==> src/common/sieb_pkg.sv <==
// Shared constants and types of the safety input evaluation block
package sieb_pkg;

	// ---------------------------------------------------------------
	// Clock and timing
	// ---------------------------------------------------------------
	localparam int CLK_FREQ_HZ = 20_000_000;
	localparam int MS_PER_S = 1000;
	localparam int TICKS_PER_MS_DEF = CLK_FREQ_HZ / MS_PER_S;
	localparam logic [7:0] FILTER_MIN_MS = 8'h03;
	localparam logic [7:0] FILTER_MAX_MS = 8'hfa;
	localparam logic [9:0] TWOHAND_MS = 10'h1f4;
	localparam logic [7:0] TEST_PERIOD_MS = 8'hfa;
	localparam logic [7:0] TEST_PULSE_MS = 8'h14;

	// ---------------------------------------------------------------
	// Register map and reset values
	// ---------------------------------------------------------------
	localparam logic [7:0] OFS_CTRL = 8'h00;
	localparam logic [7:0] OFS_FILTER = 8'h04;
	localparam logic [7:0] OFS_SIMUL = 8'h08;
	localparam logic [7:0] OFS_TESTMAP = 8'h0c;
	localparam logic [7:0] OFS_STATUS = 8'h10;
	localparam logic [9:0] CTRL_RST = 10'h000;
	localparam logic [7:0] FILTER_RST = 8'h03;
	localparam logic [7:0] SIMUL_RST = 8'h64;
	localparam logic [11:0] TESTMAP_RST = 12'h000;
	localparam int TESTMAP_BITS = 3;

	// ---------------------------------------------------------------
	// Block kinds and input types
	// ---------------------------------------------------------------
	localparam logic [2:0] KIND_PEDAL = 3'h0;
	localparam logic [2:0] KIND_SELECTOR = 3'h1;
	localparam logic [2:0] KIND_PHOTOCELL = 3'h2;
	localparam logic [2:0] KIND_TWOHAND = 3'h3;
	localparam logic [2:0] KIND_NETWORK = 3'h4;
	localparam logic [1:0] PEDAL_NC = 2'h0;
	localparam logic [1:0] PEDAL_NO = 2'h1;
	localparam logic [1:0] PEDAL_2NC = 2'h2;
	localparam logic [1:0] PEDAL_NONC = 2'h3;
	localparam logic [1:0] SEL_TWO = 2'h0;
	localparam logic [1:0] SEL_THREE = 2'h1;
	localparam logic [1:0] HAND_2NO = 2'h0;
	localparam logic [1:0] HAND_QUAD = 2'h1;
	localparam logic [1:0] NET_SINGLE = 2'h0;
	localparam logic [2:0] NO_RESET_PIN = 3'h7;

	// Control word layout
	typedef struct packed {
		logic errEn;
		logic simulEn;
		logic startEn;
		logic rstMon;
		logic rstEn;
		logic [1:0] itype;
		logic [2:0] kind;
	} sieb_ctrl_t;

	// Evaluator states, one-hot
	typedef enum logic [4:0] {
		ST_START = 5'b00001,
		ST_SAFE = 5'b00010,
		ST_WAITRST = 5'b00100,
		ST_ON = 5'b01000,
		ST_FAULT = 5'b10000
	} sieb_fsm_t;

	// Whole state of the block
	typedef struct packed {
		logic [4:0] syncA;
		logic [4:0] syncB;
		logic [4:0] filt;
		logic [4:0][7:0] fcnt;
		logic [15:0] tick;
		logic msTick;
		logic [9:0] discMs;
		logic [7:0] testMs;
		logic testPulse;
		logic [3:0] heldHigh;
		logic [3:0] sawLow;
		logic testFail;
		sieb_fsm_t state;
		logic startupDone;
		logic sawActive;
		logic rstHigh;
		logic rstPrev;
		sieb_ctrl_t ctrl;
		logic [7:0] filterMs;
		logic [7:0] simulMs;
		logic [11:0] testMap;
		logic ack;
		logic [31:0] rdat;
		logic out;
		logic [3:0] selOut;
		logic fault;
		logic [3:0] testOut;
	} sieb_state_t;

endpackage

==> src/sieb_top.sv <==
// Configurable safety input evaluator with a Wishbone register slave
`timescale 1ns/100ps

// Summary of operation
// - Pedal output true only while pressed
// - Pedal: NC, NO, double NC, NO plus NC
// - Mixed pedal: first NO, second NC
// - Reset enabled: reset needed after each pedal or photocell activation
// - Manual on rise, monitored on rise-then-fall
// - Reset pin follows last used input
// - Test pulses drive contacts, returns checked
// - Start-up test needs one press-release cycle
// - Debounce filter 3 to 250 ms
// - Optional pedal simultaneity time check
// - Optional fault output per block
// - Selector: single true input selects output
// - Selector always checks simultaneity
// - Photocell output follows clear beam
// - Photocell always uses one test line
// - Two-hand needs both presses within 500 ms
// - Two-hand: two NO or four NO/NC
// - Two-hand start-up: press within 500 ms, release
// - Network output follows line level
// - Network: single or dual line
// - Network block only on master module
module sieb_top import sieb_pkg::*; #(
	parameter int TICKS_PER_MS = TICKS_PER_MS_DEF,
	parameter logic MASTER_MODULE = 1'b1
) (
	input wire logic ref_clk,
	input wire logic resetn,
	input wire logic [4:0] fieldIn,
	output logic [3:0] testOut,
	output logic blockOut,
	output logic [3:0] selOut,
	output logic faultOut,
	input wire logic wb_cyc_i,
	input wire logic wb_stb_i,
	input wire logic wb_we_i,
	input wire logic [7:0] wb_adr_i,
	input wire logic [3:0] wb_sel_i,
	input wire logic [31:0] wb_dat_i,
	output logic [31:0] wb_dat_o,
	output logic wb_ack_o
);

	// ---------------------------------------------------------------
	// Helpers
	// ---------------------------------------------------------------
	// Byte-lane merge of a Wishbone write into an old word
	function automatic logic [31:0] wbMerge(input logic [31:0] old, input logic [31:0] wd,
		input logic [3:0] sel);
		logic [31:0] r;
		r = old;
		for (int i = 0; i < 4; i++) begin
			if (sel[i]) begin
				r[i*8 +: 8] = wd[i*8 +: 8];
			end
		end
		return r;
	endfunction

	// Position of the reset pin: the one after the block's last input
	function automatic logic [2:0] rstIndex(input logic [2:0] kind, input logic [1:0] itype);
		logic [2:0] r;
		r = NO_RESET_PIN;
		if (kind == KIND_PHOTOCELL) begin
			r = 3'h1;
		end else if (kind == KIND_PEDAL) begin
			r = (itype == PEDAL_NC || itype == PEDAL_NO) ? 3'h1 : 3'h2;
		end
		return r;
	endfunction

	// ---------------------------------------------------------------
	// Reset release
	// ---------------------------------------------------------------
	logic [1:0] rstSync_ff;
	logic rstN;

	// Asynchronous assert, release after two edges
	always_ff @(posedge ref_clk or negedge resetn) begin
		if (!resetn) begin
			rstSync_ff <= 2'h0;
		end else begin
			rstSync_ff <= {rstSync_ff[0], 1'b1};
		end
	end
	assign rstN = rstSync_ff[1];

	// ---------------------------------------------------------------
	// Next-state logic
	// ---------------------------------------------------------------
	sieb_state_t st_ff, nxt_st;
	logic [4:0] f;
	logic [3:0] v, selMask, testMask, lineUsed;
	logic ch0, ch1, active, inactive, disc, chk, cfgErr, discHit, faultEvt;
	logic rstPin, rstRise, rstFall, rstAccept, rstUsable;
	logic [9:0] limit;
	logic [2:0] rIdx;
	logic [31:0] rd, wr;

	always_comb begin
		nxt_st = st_ff;
		f = st_ff.filt;
		ch0 = 1'b0;
		ch1 = 1'b0;
		active = 1'b0;
		inactive = 1'b0;
		disc = 1'b0;
		chk = 1'b0;
		cfgErr = 1'b0;
		limit = {2'h0, st_ff.simulMs};
		selMask = (st_ff.ctrl.itype == SEL_TWO) ? 4'h3 :
			(st_ff.ctrl.itype == SEL_THREE) ? 4'h7 : 4'hf;
		v = 4'h0;
		rd = 32'h0;
		wr = 32'h0;

		// Pins pass two flops before anything reads them
		nxt_st.syncA = fieldIn;
		nxt_st.syncB = st_ff.syncA;

		// Millisecond time base shared by filter, timers and test pulses
		nxt_st.msTick = 1'b0;
		if (st_ff.tick == 16'(TICKS_PER_MS - 1)) begin
			nxt_st.tick = 16'h0;
			nxt_st.msTick = 1'b1;
		end else begin
			nxt_st.tick = st_ff.tick + 16'h1;
		end

		// Lines in use; the photocell always checks its first input
		testMask = 4'h0;
		lineUsed = 4'h0;
		for (int i = 0; i < 4; i++) begin
			testMask[i] = st_ff.testMap[i*TESTMAP_BITS + 2] |
				(i == 0 && st_ff.ctrl.kind == KIND_PHOTOCELL);
			if (testMask[i]) begin
				lineUsed[st_ff.testMap[i*TESTMAP_BITS +: 2]] = 1'b1;
			end
		end

		// periodic low pulse; a closed contact must follow it
		if (st_ff.msTick) begin
			nxt_st.testMs = (st_ff.testMs == TEST_PERIOD_MS - 8'h1) ? 8'h0 :
				st_ff.testMs + 8'h1;
		end
		nxt_st.testPulse = nxt_st.testMs < TEST_PULSE_MS;
		nxt_st.testFail = 1'b0;
		if (nxt_st.testPulse && !st_ff.testPulse) begin
			nxt_st.heldHigh = st_ff.syncB[3:0] & testMask;
			nxt_st.sawLow = 4'h0;
		end else if (st_ff.testPulse) begin
			nxt_st.sawLow = st_ff.sawLow | (~st_ff.syncB[3:0] & testMask);
		end
		if (st_ff.testPulse && !nxt_st.testPulse) begin
			nxt_st.testFail = |(st_ff.heldHigh & ~nxt_st.sawLow);
		end
		nxt_st.testOut = lineUsed & ~{4{nxt_st.testPulse}};

		// accept a level after it stood for the filter time
		// Pulsed inputs are frozen, since a 20 ms pulse outlasts short filters
		for (int i = 0; i < 5; i++) begin
			if (st_ff.syncB[i] == st_ff.filt[i] ||
				(i < 4 && testMask[i % 4] && st_ff.testPulse)) begin
				nxt_st.fcnt[i] = 8'h0;
			end else if (st_ff.fcnt[i] >= st_ff.filterMs) begin
				nxt_st.filt[i] = st_ff.syncB[i];
				nxt_st.fcnt[i] = 8'h0;
			end else if (st_ff.msTick) begin
				nxt_st.fcnt[i] = st_ff.fcnt[i] + 8'h1;
			end
		end

		// Per-kind evaluation of the filtered contacts
		case (st_ff.ctrl.kind)
			KIND_PEDAL: begin
				// first input NO, second NC in mixed wiring
				ch0 = (st_ff.ctrl.itype == PEDAL_NO || st_ff.ctrl.itype == PEDAL_NONC) ?
					f[0] : ~f[0];
				ch1 = (st_ff.ctrl.itype == PEDAL_2NC || st_ff.ctrl.itype == PEDAL_NONC) ?
					~f[1] : ch0;
				active = ch0 & ch1;
				inactive = ~ch0 & ~ch1;
				disc = ch0 ^ ch1;
				chk = st_ff.ctrl.simulEn;
			end
			KIND_SELECTOR: begin
				v = f[3:0] & selMask;
				active = $onehot(v);
				inactive = active;
				disc = ~active;
				chk = 1'b1;
			end
			KIND_PHOTOCELL: begin
				active = f[0];
				inactive = ~f[0];
			end
			KIND_TWOHAND: begin
				// quad wiring: NO closed and NC open per button
				ch0 = (st_ff.ctrl.itype == HAND_QUAD) ? f[0] & ~f[1] : f[0];
				ch1 = (st_ff.ctrl.itype == HAND_QUAD) ? f[2] & ~f[3] : f[1];
				active = ch0 & ch1;
				inactive = ~ch0 & ~ch1;
				disc = ch0 ^ ch1;
				// second press within the fixed window
				chk = 1'b1;
				limit = TWOHAND_MS;
			end
			KIND_NETWORK: begin
				// line level, one or two lines
				ch1 = (st_ff.ctrl.itype == NET_SINGLE) ? f[0] : f[1];
				active = f[0] & ch1;
				inactive = ~f[0] & ~ch1;
				disc = f[0] ^ ch1;
				chk = st_ff.ctrl.simulEn;
				cfgErr = !MASTER_MODULE;
			end
			default: begin
				cfgErr = 1'b1;
			end
		endcase

		// mismatch timer, test failure or bad setup give a fault
		if (disc && chk && st_ff.state != ST_FAULT) begin
			if (st_ff.msTick && st_ff.discMs != 10'h3ff) begin
				nxt_st.discMs = st_ff.discMs + 10'h1;
			end
		end else begin
			nxt_st.discMs = 10'h0;
		end
		discHit = disc && chk && (st_ff.discMs >= limit);
		faultEvt = discHit | st_ff.testFail | cfgErr;

		// reset contact sits after the block's inputs
		rIdx = rstIndex(st_ff.ctrl.kind, st_ff.ctrl.itype);
		rstPin = (rIdx == NO_RESET_PIN) ? 1'b0 : f[rIdx];
		rstUsable = st_ff.ctrl.rstEn && (rIdx != NO_RESET_PIN);
		rstRise = rstPin & ~st_ff.rstPrev;
		rstFall = ~rstPin & st_ff.rstPrev;
		nxt_st.rstPrev = rstPin;
		// monitored needs the rise seen while waiting, then the fall
		rstAccept = st_ff.ctrl.rstMon ? (rstFall & st_ff.rstHigh) : rstRise;
		nxt_st.rstHigh = (st_ff.state == ST_WAITRST) && (st_ff.rstHigh | rstRise);

		// Evaluator sequence
		case (st_ff.state)
			ST_START: begin
				// one full activate-and-release after power-up
				// Without the test the block runs, but the test stays pending
				if (!st_ff.ctrl.startEn) begin
					nxt_st.state = ST_SAFE;
				end else if (st_ff.sawActive && inactive) begin
					nxt_st.state = ST_SAFE;
					nxt_st.startupDone = 1'b1;
				end
				nxt_st.sawActive = st_ff.sawActive | (active & st_ff.ctrl.startEn);
			end
			ST_SAFE: begin
				// reset request on each activation when enabled, for pedal and photocell only
				if (active) begin
					nxt_st.state = rstUsable ? ST_WAITRST : ST_ON;
				end
			end
			ST_WAITRST: begin
				if (!active) begin
					nxt_st.state = ST_SAFE;
				end else if (rstAccept) begin
					nxt_st.state = ST_ON;
				end
			end
			ST_ON: begin
				if (!active) begin
					nxt_st.state = ST_SAFE;
				end
			end
			ST_FAULT: begin
				// Leave only from the rest position; start-up test is kept once done
				if (inactive && !cfgErr) begin
					nxt_st.state = st_ff.startupDone ? ST_SAFE : ST_START;
				end
			end
			default: begin
				nxt_st.state = ST_FAULT;
			end
		endcase
		if (st_ff.ctrl.startEn && !nxt_st.startupDone && st_ff.state != ST_FAULT) begin
			nxt_st.state = ST_START;
		end
		if (faultEvt) begin
			nxt_st.state = ST_FAULT;
		end

		// Registered outputs
		nxt_st.out = nxt_st.state == ST_ON;
		nxt_st.selOut = (nxt_st.state == ST_ON && st_ff.ctrl.kind == KIND_SELECTOR) ? v : 4'h0;
		nxt_st.fault = (nxt_st.state == ST_FAULT) && st_ff.ctrl.errEn;

		// Wishbone slave: ack one cycle after the request, one cycle long
		nxt_st.ack = wb_cyc_i && wb_stb_i && !st_ff.ack;
		case (wb_adr_i)
			OFS_CTRL: rd = {22'h0, st_ff.ctrl};
			OFS_FILTER: rd = {24'h0, st_ff.filterMs};
			OFS_SIMUL: rd = {24'h0, st_ff.simulMs};
			OFS_TESTMAP: rd = {20'h0, st_ff.testMap};
			OFS_STATUS: rd = {15'h0, st_ff.startupDone, st_ff.filt, st_ff.state,
				st_ff.fault, st_ff.selOut, st_ff.out};
			default: rd = 32'h0;
		endcase
		nxt_st.rdat = nxt_st.ack ? rd : 32'h0;
		// Write lands on the edge where the master sees ack
		if (wb_cyc_i && wb_stb_i && wb_we_i && st_ff.ack) begin
			wr = wbMerge(rd, wb_dat_i, wb_sel_i);
			case (wb_adr_i)
				OFS_CTRL: nxt_st.ctrl = wr[9:0];
				OFS_FILTER: begin
					// Out-of-range filter times are clamped, never refused
					nxt_st.filterMs = (wr[7:0] < FILTER_MIN_MS) ? FILTER_MIN_MS :
						(wr[7:0] > FILTER_MAX_MS) ? FILTER_MAX_MS : wr[7:0];
				end
				OFS_SIMUL: nxt_st.simulMs = wr[7:0];
				OFS_TESTMAP: nxt_st.testMap = wr[11:0];
				default: nxt_st.rdat = 32'h0;
			endcase
		end
		if (nxt_st.ctrl.startEn && !nxt_st.startupDone) begin
			nxt_st.out = 1'b0;
		end
	end

	// ---------------------------------------------------------------
	// State register
	// ---------------------------------------------------------------
	// Fields are set one by one so reset holds constants only
	always_ff @(posedge ref_clk or negedge rstN) begin
		if (!rstN) begin
			st_ff <= '0;
			st_ff.state <= ST_START;
			st_ff.ctrl <= CTRL_RST;
			st_ff.filterMs <= FILTER_RST;
			st_ff.simulMs <= SIMUL_RST;
			st_ff.testMap <= TESTMAP_RST;
		end else begin
			st_ff <= nxt_st;
		end
	end

	assign testOut = st_ff.testOut;
	assign blockOut = st_ff.out;
	assign selOut = st_ff.selOut;
	assign faultOut = st_ff.fault;
	assign wb_dat_o = st_ff.rdat;
	assign wb_ack_o = st_ff.ack;
endmodule

==> config.mk <==
export PLATFORM = sky130hd
export DESIGN_NAME = sieb_top
export DESIGN_NICKNAME = d
export VERILOG_FILES = /design/src/common/sieb_pkg.sv /design/src/sieb_top.sv
export SDC_FILE = /design/constraint.sdc
export NUM_CORES = 1
export LEC_CHECK = 0
export BUFFER_PORTS_ARGS = -buffer_cell sky130_fd_sc_hd__buf_2
export CORE_UTILIZATION = 45
export DETAILED_ROUTE_END_ITERATION = 10
export PLACE_DENSITY = 0.66
export SYNTH_ARGS = -nofsm -noshare
export SYNTH_HDL_FRONTEND = slang
export SYNTH_SLANG_ARGS = --single-unit
==> constraint.sdc <==
create_clock -name ref_clk -period 5.09 [get_ports ref_clk]
set_input_delay 0.2545 -clock ref_clk [delete_from_list [all_inputs] [get_ports ref_clk]]
set_output_delay 0.2545 -clock ref_clk [all_outputs]
set_load 0.01 [all_outputs]
# ---- Yosys cells after proc, flatten, opt, wreduce, memory -nomap -nowiden
# Index checks and enable logic that the tools add are counted.
# Widths: inputs -> output; s select.
dict set report word_totals {
  ff_bits 192
  latchBits 0
  ramBits 0
  rom_bits 0
  input_bits 54
  out_inout_bits 43
  wordCells 297
  mem_count 0
}
dict set report classes {
  n_addsub 11
  n_mul 0
  div_mod_pow 0
  order_cmp 18
  n_eq_ne 31
  shifts 0
  muxes 87
  bitwise_logic 48
  n_reduce_logical 60
}
# operator count
set ops {}
lappend ops {{$mux 8} 24}
lappend ops {{$pmux 17 s5} 1}
lappend ops {{$mux 32} 2}
lappend ops {{$add 8x1->8 const B} 6}
lappend ops {{$mux 4} 12}
lappend ops {{$ge 8x8->1} 5}
lappend ops {{$mux 5} 8}
lappend ops {{$mux 36} 1}
lappend ops {{$logic_and 1x1->1} 27}
lappend ops {{$pmux 5 s5} 1}
lappend ops {{$and 4x4->4} 5}
lappend ops {{$mux 10} 2}
lappend ops {{$reduce_and 2->1} 9}
lappend ops {{$mux 1} 17}
lappend ops {{$mux 17} 1}
lappend ops {{$add 16x1->16 const B} 1}
lappend ops {{$eq 16x15->1 const B} 1}
lappend ops {{$eq 8x4->1 const B} 2}
lappend ops {{$mux 16} 1}
lappend ops {{$not 1->1} 16}
lappend ops {{$or 4x4->4} 4}
lappend ops {{$reduce_bool 3->1} 5}
lappend ops {{$and 1x1->1} 12}
lappend ops {{$lt 2x3->1 const B} 4}
lappend ops {{48 further kinds} 88}

# ---- Depth between registers and ports, before layout
dict set report logic_depth {
  ltp_word 20
  depth_mapped 14
  depth_no_buf 12
}

# ---- Worst setup path before layout
# Ideal clock, no wire load.
dict set report synth_timing {
  kind {register -> register}
  startpoint {register st_ff (netlist bit f[0])}
  endpoint {register st_ff (netlist bit selOut[3])}
  setup_ns 0.101
  arrival_ns 3.233
  required_ns 4.989
  setup_slack_ns 1.756
  path_stages_with_launch 14
  n_path_buf 1
  synth_period_minus_slack_ns 3.334
  path_cell_list {dfrtp_1 -> buf_2 -> inv_1 -> fa_1 -> inv_1 -> ha_1 -> ha_1 -> nor4b_1 -> a32oi_1 -> o32ai_1 -> a211oi_1 -> a21oi_2 -> nand3_2 -> nor4_1}
}
# item line_no
set synth_rtl {}
lappend synth_rtl {{start, declared} sieb_top.sv:94} ;# sieb_state_t st_ff, nxt_st;
lappend synth_rtl {{start signal, assigned} sieb_top.sv:345} ;# st_ff <= nxt_st;

==> reports/results.md <==
| Quantity | Reported | Unit |
|:---|:---|:---|
| Starting DRC count in detailed routing | 436 | - |
| Routing layer with the top usage in global route | met2 | - |
| Total setup violations reported at the end of the flow | 0 | - |
| Most used flip-flop cell after synthesis | dfrtp_1 | - |
| Reg2reg start | f[0]$_DFFE_PN0P_ | - |
| Clock tree sinks | 177 | - |
| Total via count after detailed routing | 7291 | - |
| Placer congestion estimate | 0.874 | - |
| Crit path DAT | 4.34 | ns |
| Clock Tree Root | clkbuf_16 | - |
| Global Route met3 Usage | 3.73 | % |
| Layout cells sized above 1 | 14.4 | % |
| Setup clock skew after layout | 0.0135 | ns |
| Number of levels in the clock H-tree | 4 | - |
| Global routing met2 resource utilization | 31.6 | % |
| Number of antenna violations at the first check in global routing | 0 | - |
| Largest net degree at the start of global routing | 176 | - |
| Number of placed I/O pins | 97 | - |
| Max-slew headroom | 37.0 | % |
| HPWL after detailed placement | 15800 | um |
| MaxCap Viol Count | 0 | - |
| Path category of the worst min-delay check | input port to flip-flop | - |
| Global-route wire length before repair | 35700 | um |
| Flip-flop and latch count after synthesis | 177 | - |
| Met1 Track Usage GR | 29.0 | % |
| Post-layout minimum cycle time | 4.01 | ns |
| Setup slack of the worst register-to-register path | 1.08 | ns |
| Syn avg cell area | 9.95 | sq um |
| Latest clock arrival within the worst-skew pair | 0.44 | ns |
| Chip Height | 151 | um |
| Peak clock frequency supported by timing | 0.250 | GHz |
| Number of buffers added for setup after CTS | 0 | - |
| Hold Slack | 0.0818 | ns |
| Routed length per placed instance | 16.4 | um |
| Result of the run | finished, final reports clean | - |
| Max-slew violation count | 0 | - |
| Vias in the first global route | 6726 | - |
| Depth of the worst hold-timing path | 2 | - |
| Worst flop-to-flop path endpoint | selOut[3]$_DFF_PN0_ | - |
| Cell Pwr Density | 275 | mW/mm^2 |
| Remaining antenna violation count | 0 | - |
| Unrepaired setup endpoints after global routing | false | - |
| Mean number of vias per cell | 5.48 | - |
| Post-synth ARST share | 100 | % |
| CTS clock-pin slew for the worst setup and hold paths | 0.07 | ns |
| DRC Markers | 0 | - |
| DIE WIDTH | 151 | um |
| Part of the Yosys area used for sequential elements | 44.3 | % |
| Yosys warning count | 0 | - |
| Effective utilization at floorplan | 45.9 | % |
| Area of the multi-input gates | 0.00500 | sq mm |
| Number of distinct library cells after synthesis | 83 | - |
| Number of flops mapped to enable cells by yosys | 0 | - |
| Type of element launching the critical path | flip-flop | - |
| Hold_sp | wb_dat_i[11] | - |
| GR Util All Layers | 20.4 | % |
| Port Buffer Count | 59 | - |
| Final number of hold-violating endpoints | 0 | - |
| Slew at the pin closest to its max-slew limit | 0.944 | ns |
| Worst reg2reg path depth | 12 | - |
| Bufs on Longest Clock Path | 2 | - |
| Data required time at the worst endpoint | 5.42 | ns |
| Total Neg Setup Slack | 0 | ns |
| Diode count | 0 | - |
| Peak per-stage delay on the critical path | 0.57 | ns |
| Area growth from synthesis to layout | 9.78 | % |
| Hold Path End | st_ff[54]$_DFFE_PN0P_ | - |
| Type of the worst setup path | flip-flop to flip-flop | - |
| CTS buffer count | 17 | - |
| Gr ovfl total | 0 | - |
| Count of TritonRoute iterations in the first routing pass | 5 | - |
| Total length of routed wires | 21800 | um |
| Post-synthesis instance area | 0.0100 | sq mm |
| Placeable Area | 0.0218 | sq mm |
| CP Capture Type | flip-flop | - |
| Portion of the clock cycle consumed by the worst path in the final layout | 78.7 | % |
| Number of standard-cell rows in the floorplan | 54 | - |
| Crit-path slowest cell | fa_1 | - |
| Sequential cell area | 0.00444 | sq mm |
| Area of the die | 0.0229 | sq mm |
| Cells traversed along the worst timing path | inv_1 -> fa_1 -> inv_1 -> ha_1 -> ha_1 -> nor4b_1 -> a32oi_1 -> o32ai_1 -> a211oi_1 -> a21oi_2 -> nand3_2 -> nor4_1 | - |
| Leakage | 5.23 | nW |
| Maximum net fanout on the critical path | 10 | - |
| Peak supply drop | 0.000209 | V |
| Post-synthesis instance total | 1007 | - |
| Number of nets in the final layout | 1160 | - |
| Clock tree from TritonCTS | yes | - |
| Number of filler cells placed in the layout | 2010 | - |
## layer usage
layer  part of all wire (%)  up-vias
li1                       -     3548
met1                     47     3542
met2                     46      176
met3                    4.8       25
met4                    1.5        0
met5                      0        -
## state kept, by name (all words and copies together) (netlist names)
signal,count
blockOut,1
f,5
faultOut,1
nxt_st,5
rstSync_ff,2
selOut,4
st_ff,137
testOut,4
wb_ack_o,1
wb_dat_o,17
## worst max path at each step
| stage | start | to | cells after the start |
|---|---|---|---|
| after floorplan | f[0]$_DFFE_PN0P_ | selOut[3]$_DFF_PN0_ | 13 |
| after global routing | f[0]$_DFFE_PN0P_ | selOut[3]$_DFF_PN0_ | 12 |
| after detailed placement | f[0]$_DFFE_PN0P_ | selOut[3]$_DFF_PN0_ | 12 |
| after global placement | f[0]$_DFFE_PN0P_ | selOut[3]$_DFF_PN0_ | 12 |
| final | f[0]$_DFFE_PN0P_ | selOut[3]$_DFF_PN0_ | 12 |
| after CTS | f[0]$_DFFE_PN0P_ | selOut[3]$_DFF_PN0_ | 12 |
## cell families after synthesis
group                      synth area share, %
AOI/OAI and AO/OA                         10.4
xor gates and xnor gates                  5.68
adders and majority gates                 8.57
buffers and inverters                     6.27
DFF                                       44.3
muxes                                     6.35
other                                   0.0750
and+or+nand+nor                           18.4
## through the flow
step                instance area [sq um]  power (mW)  utilization (%)  std cells  setup WS, ns
CTS                                 11000        3.05             50.4       1331          1.13
global route                        11000        3.14             50.4       1331         0.796
detailed placement                  10300        1.65             47.3       1293          1.16
floorplan                           10100        1.60                -       1021          1.76
finish                              11000        3.03             50.4       1331          1.08
global placement                    10300        1.65             47.3       1293          1.20
## placed cells by master, fill, tap and decap left out, drive strengths merged, types with 24 or more instances in the layout
| cell type | synthesis | final |
|---|---|---|
| a21oi | 48 | 48 |
| buf | 52 | 63 |
| dfrtp | 171 | 171 |
| ha | 67 | 67 |
| inv | 48 | 55 |
| mux2 | 28 | 28 |
| nand2 | 72 | 72 |
| nand3 | 31 | 31 |
| nor2 | 118 | 118 |
| nor3 | 24 | 24 |
| o21ai | 38 | 38 |
| xnor2 | 28 | 28 |
| xor2 | 37 | 37 |
## area by class of cell
class,instances,area share [%]
multi-input cells,725,45.5
well taps,280,3.19
inverters,48,1.64
clock buffers,20,4.15
repair buffers,69,3.62
clock inverters,12,1.51
flip-flops and latches,177,40.4
## synthesized netlist by cell type, drive strengths merged (4+ instances only)
library cell  count  area [sq um]
dfrtp           171          4280
nor2            118           453
nand2            72           270
ha               67           838
buf              52           374
a21oi            48           244
inv              48           180
o21ai            38           190
xor2             37           324
nand3            31           160
mux2             28           315
xnor2            28           245
nor3             24           125
mux2i            23           230
nand2b           20           125
nand4            20           125
clkbuf           19          73.8
and3             17           106
a21o             13          97.6
a31oi            11          68.8
and2              8          50.1
nor2b             8          50.1
nor4              8          77.6
dfstp             6           158
nor3b             6          45.0
nor4b             6          73.8
a211oi            5          37.5
nand3b            5          37.5
o22ai             5          31.3
mux4              4          90.1
o31ai             4          35.0
or3               4          25.0
or4               4          37.5
## power by group
group          leakage, nW  internal [mW]  total [mW]  switching [mW]
Sequential            2.35           1.42        1.44          0.0200
Clock                0.305          0.812        1.40           0.588
Combinational         2.57         0.0566       0.188           0.131
Total                 5.23           2.29        3.03           0.739
## worst max-delay path, delay by kind of cell, from the launching register on
family                   cells  cell delay [ns]
AO/OA/AOI/OAI                4             1.03
flip-flops                   1             0.56
buffers and inverters        2             0.24
AND/OR/NAND/NOR              3             1.03
adder cells (fa/ha/maj)      3             1.03
## timing repair
item | in CTS | in global routing
hold buffers | 6 | 0
resized for setup | 0 | 0
hold endpoints to repair | 7 | 0
Note: power is estimated with default switching activity, not from simulation.
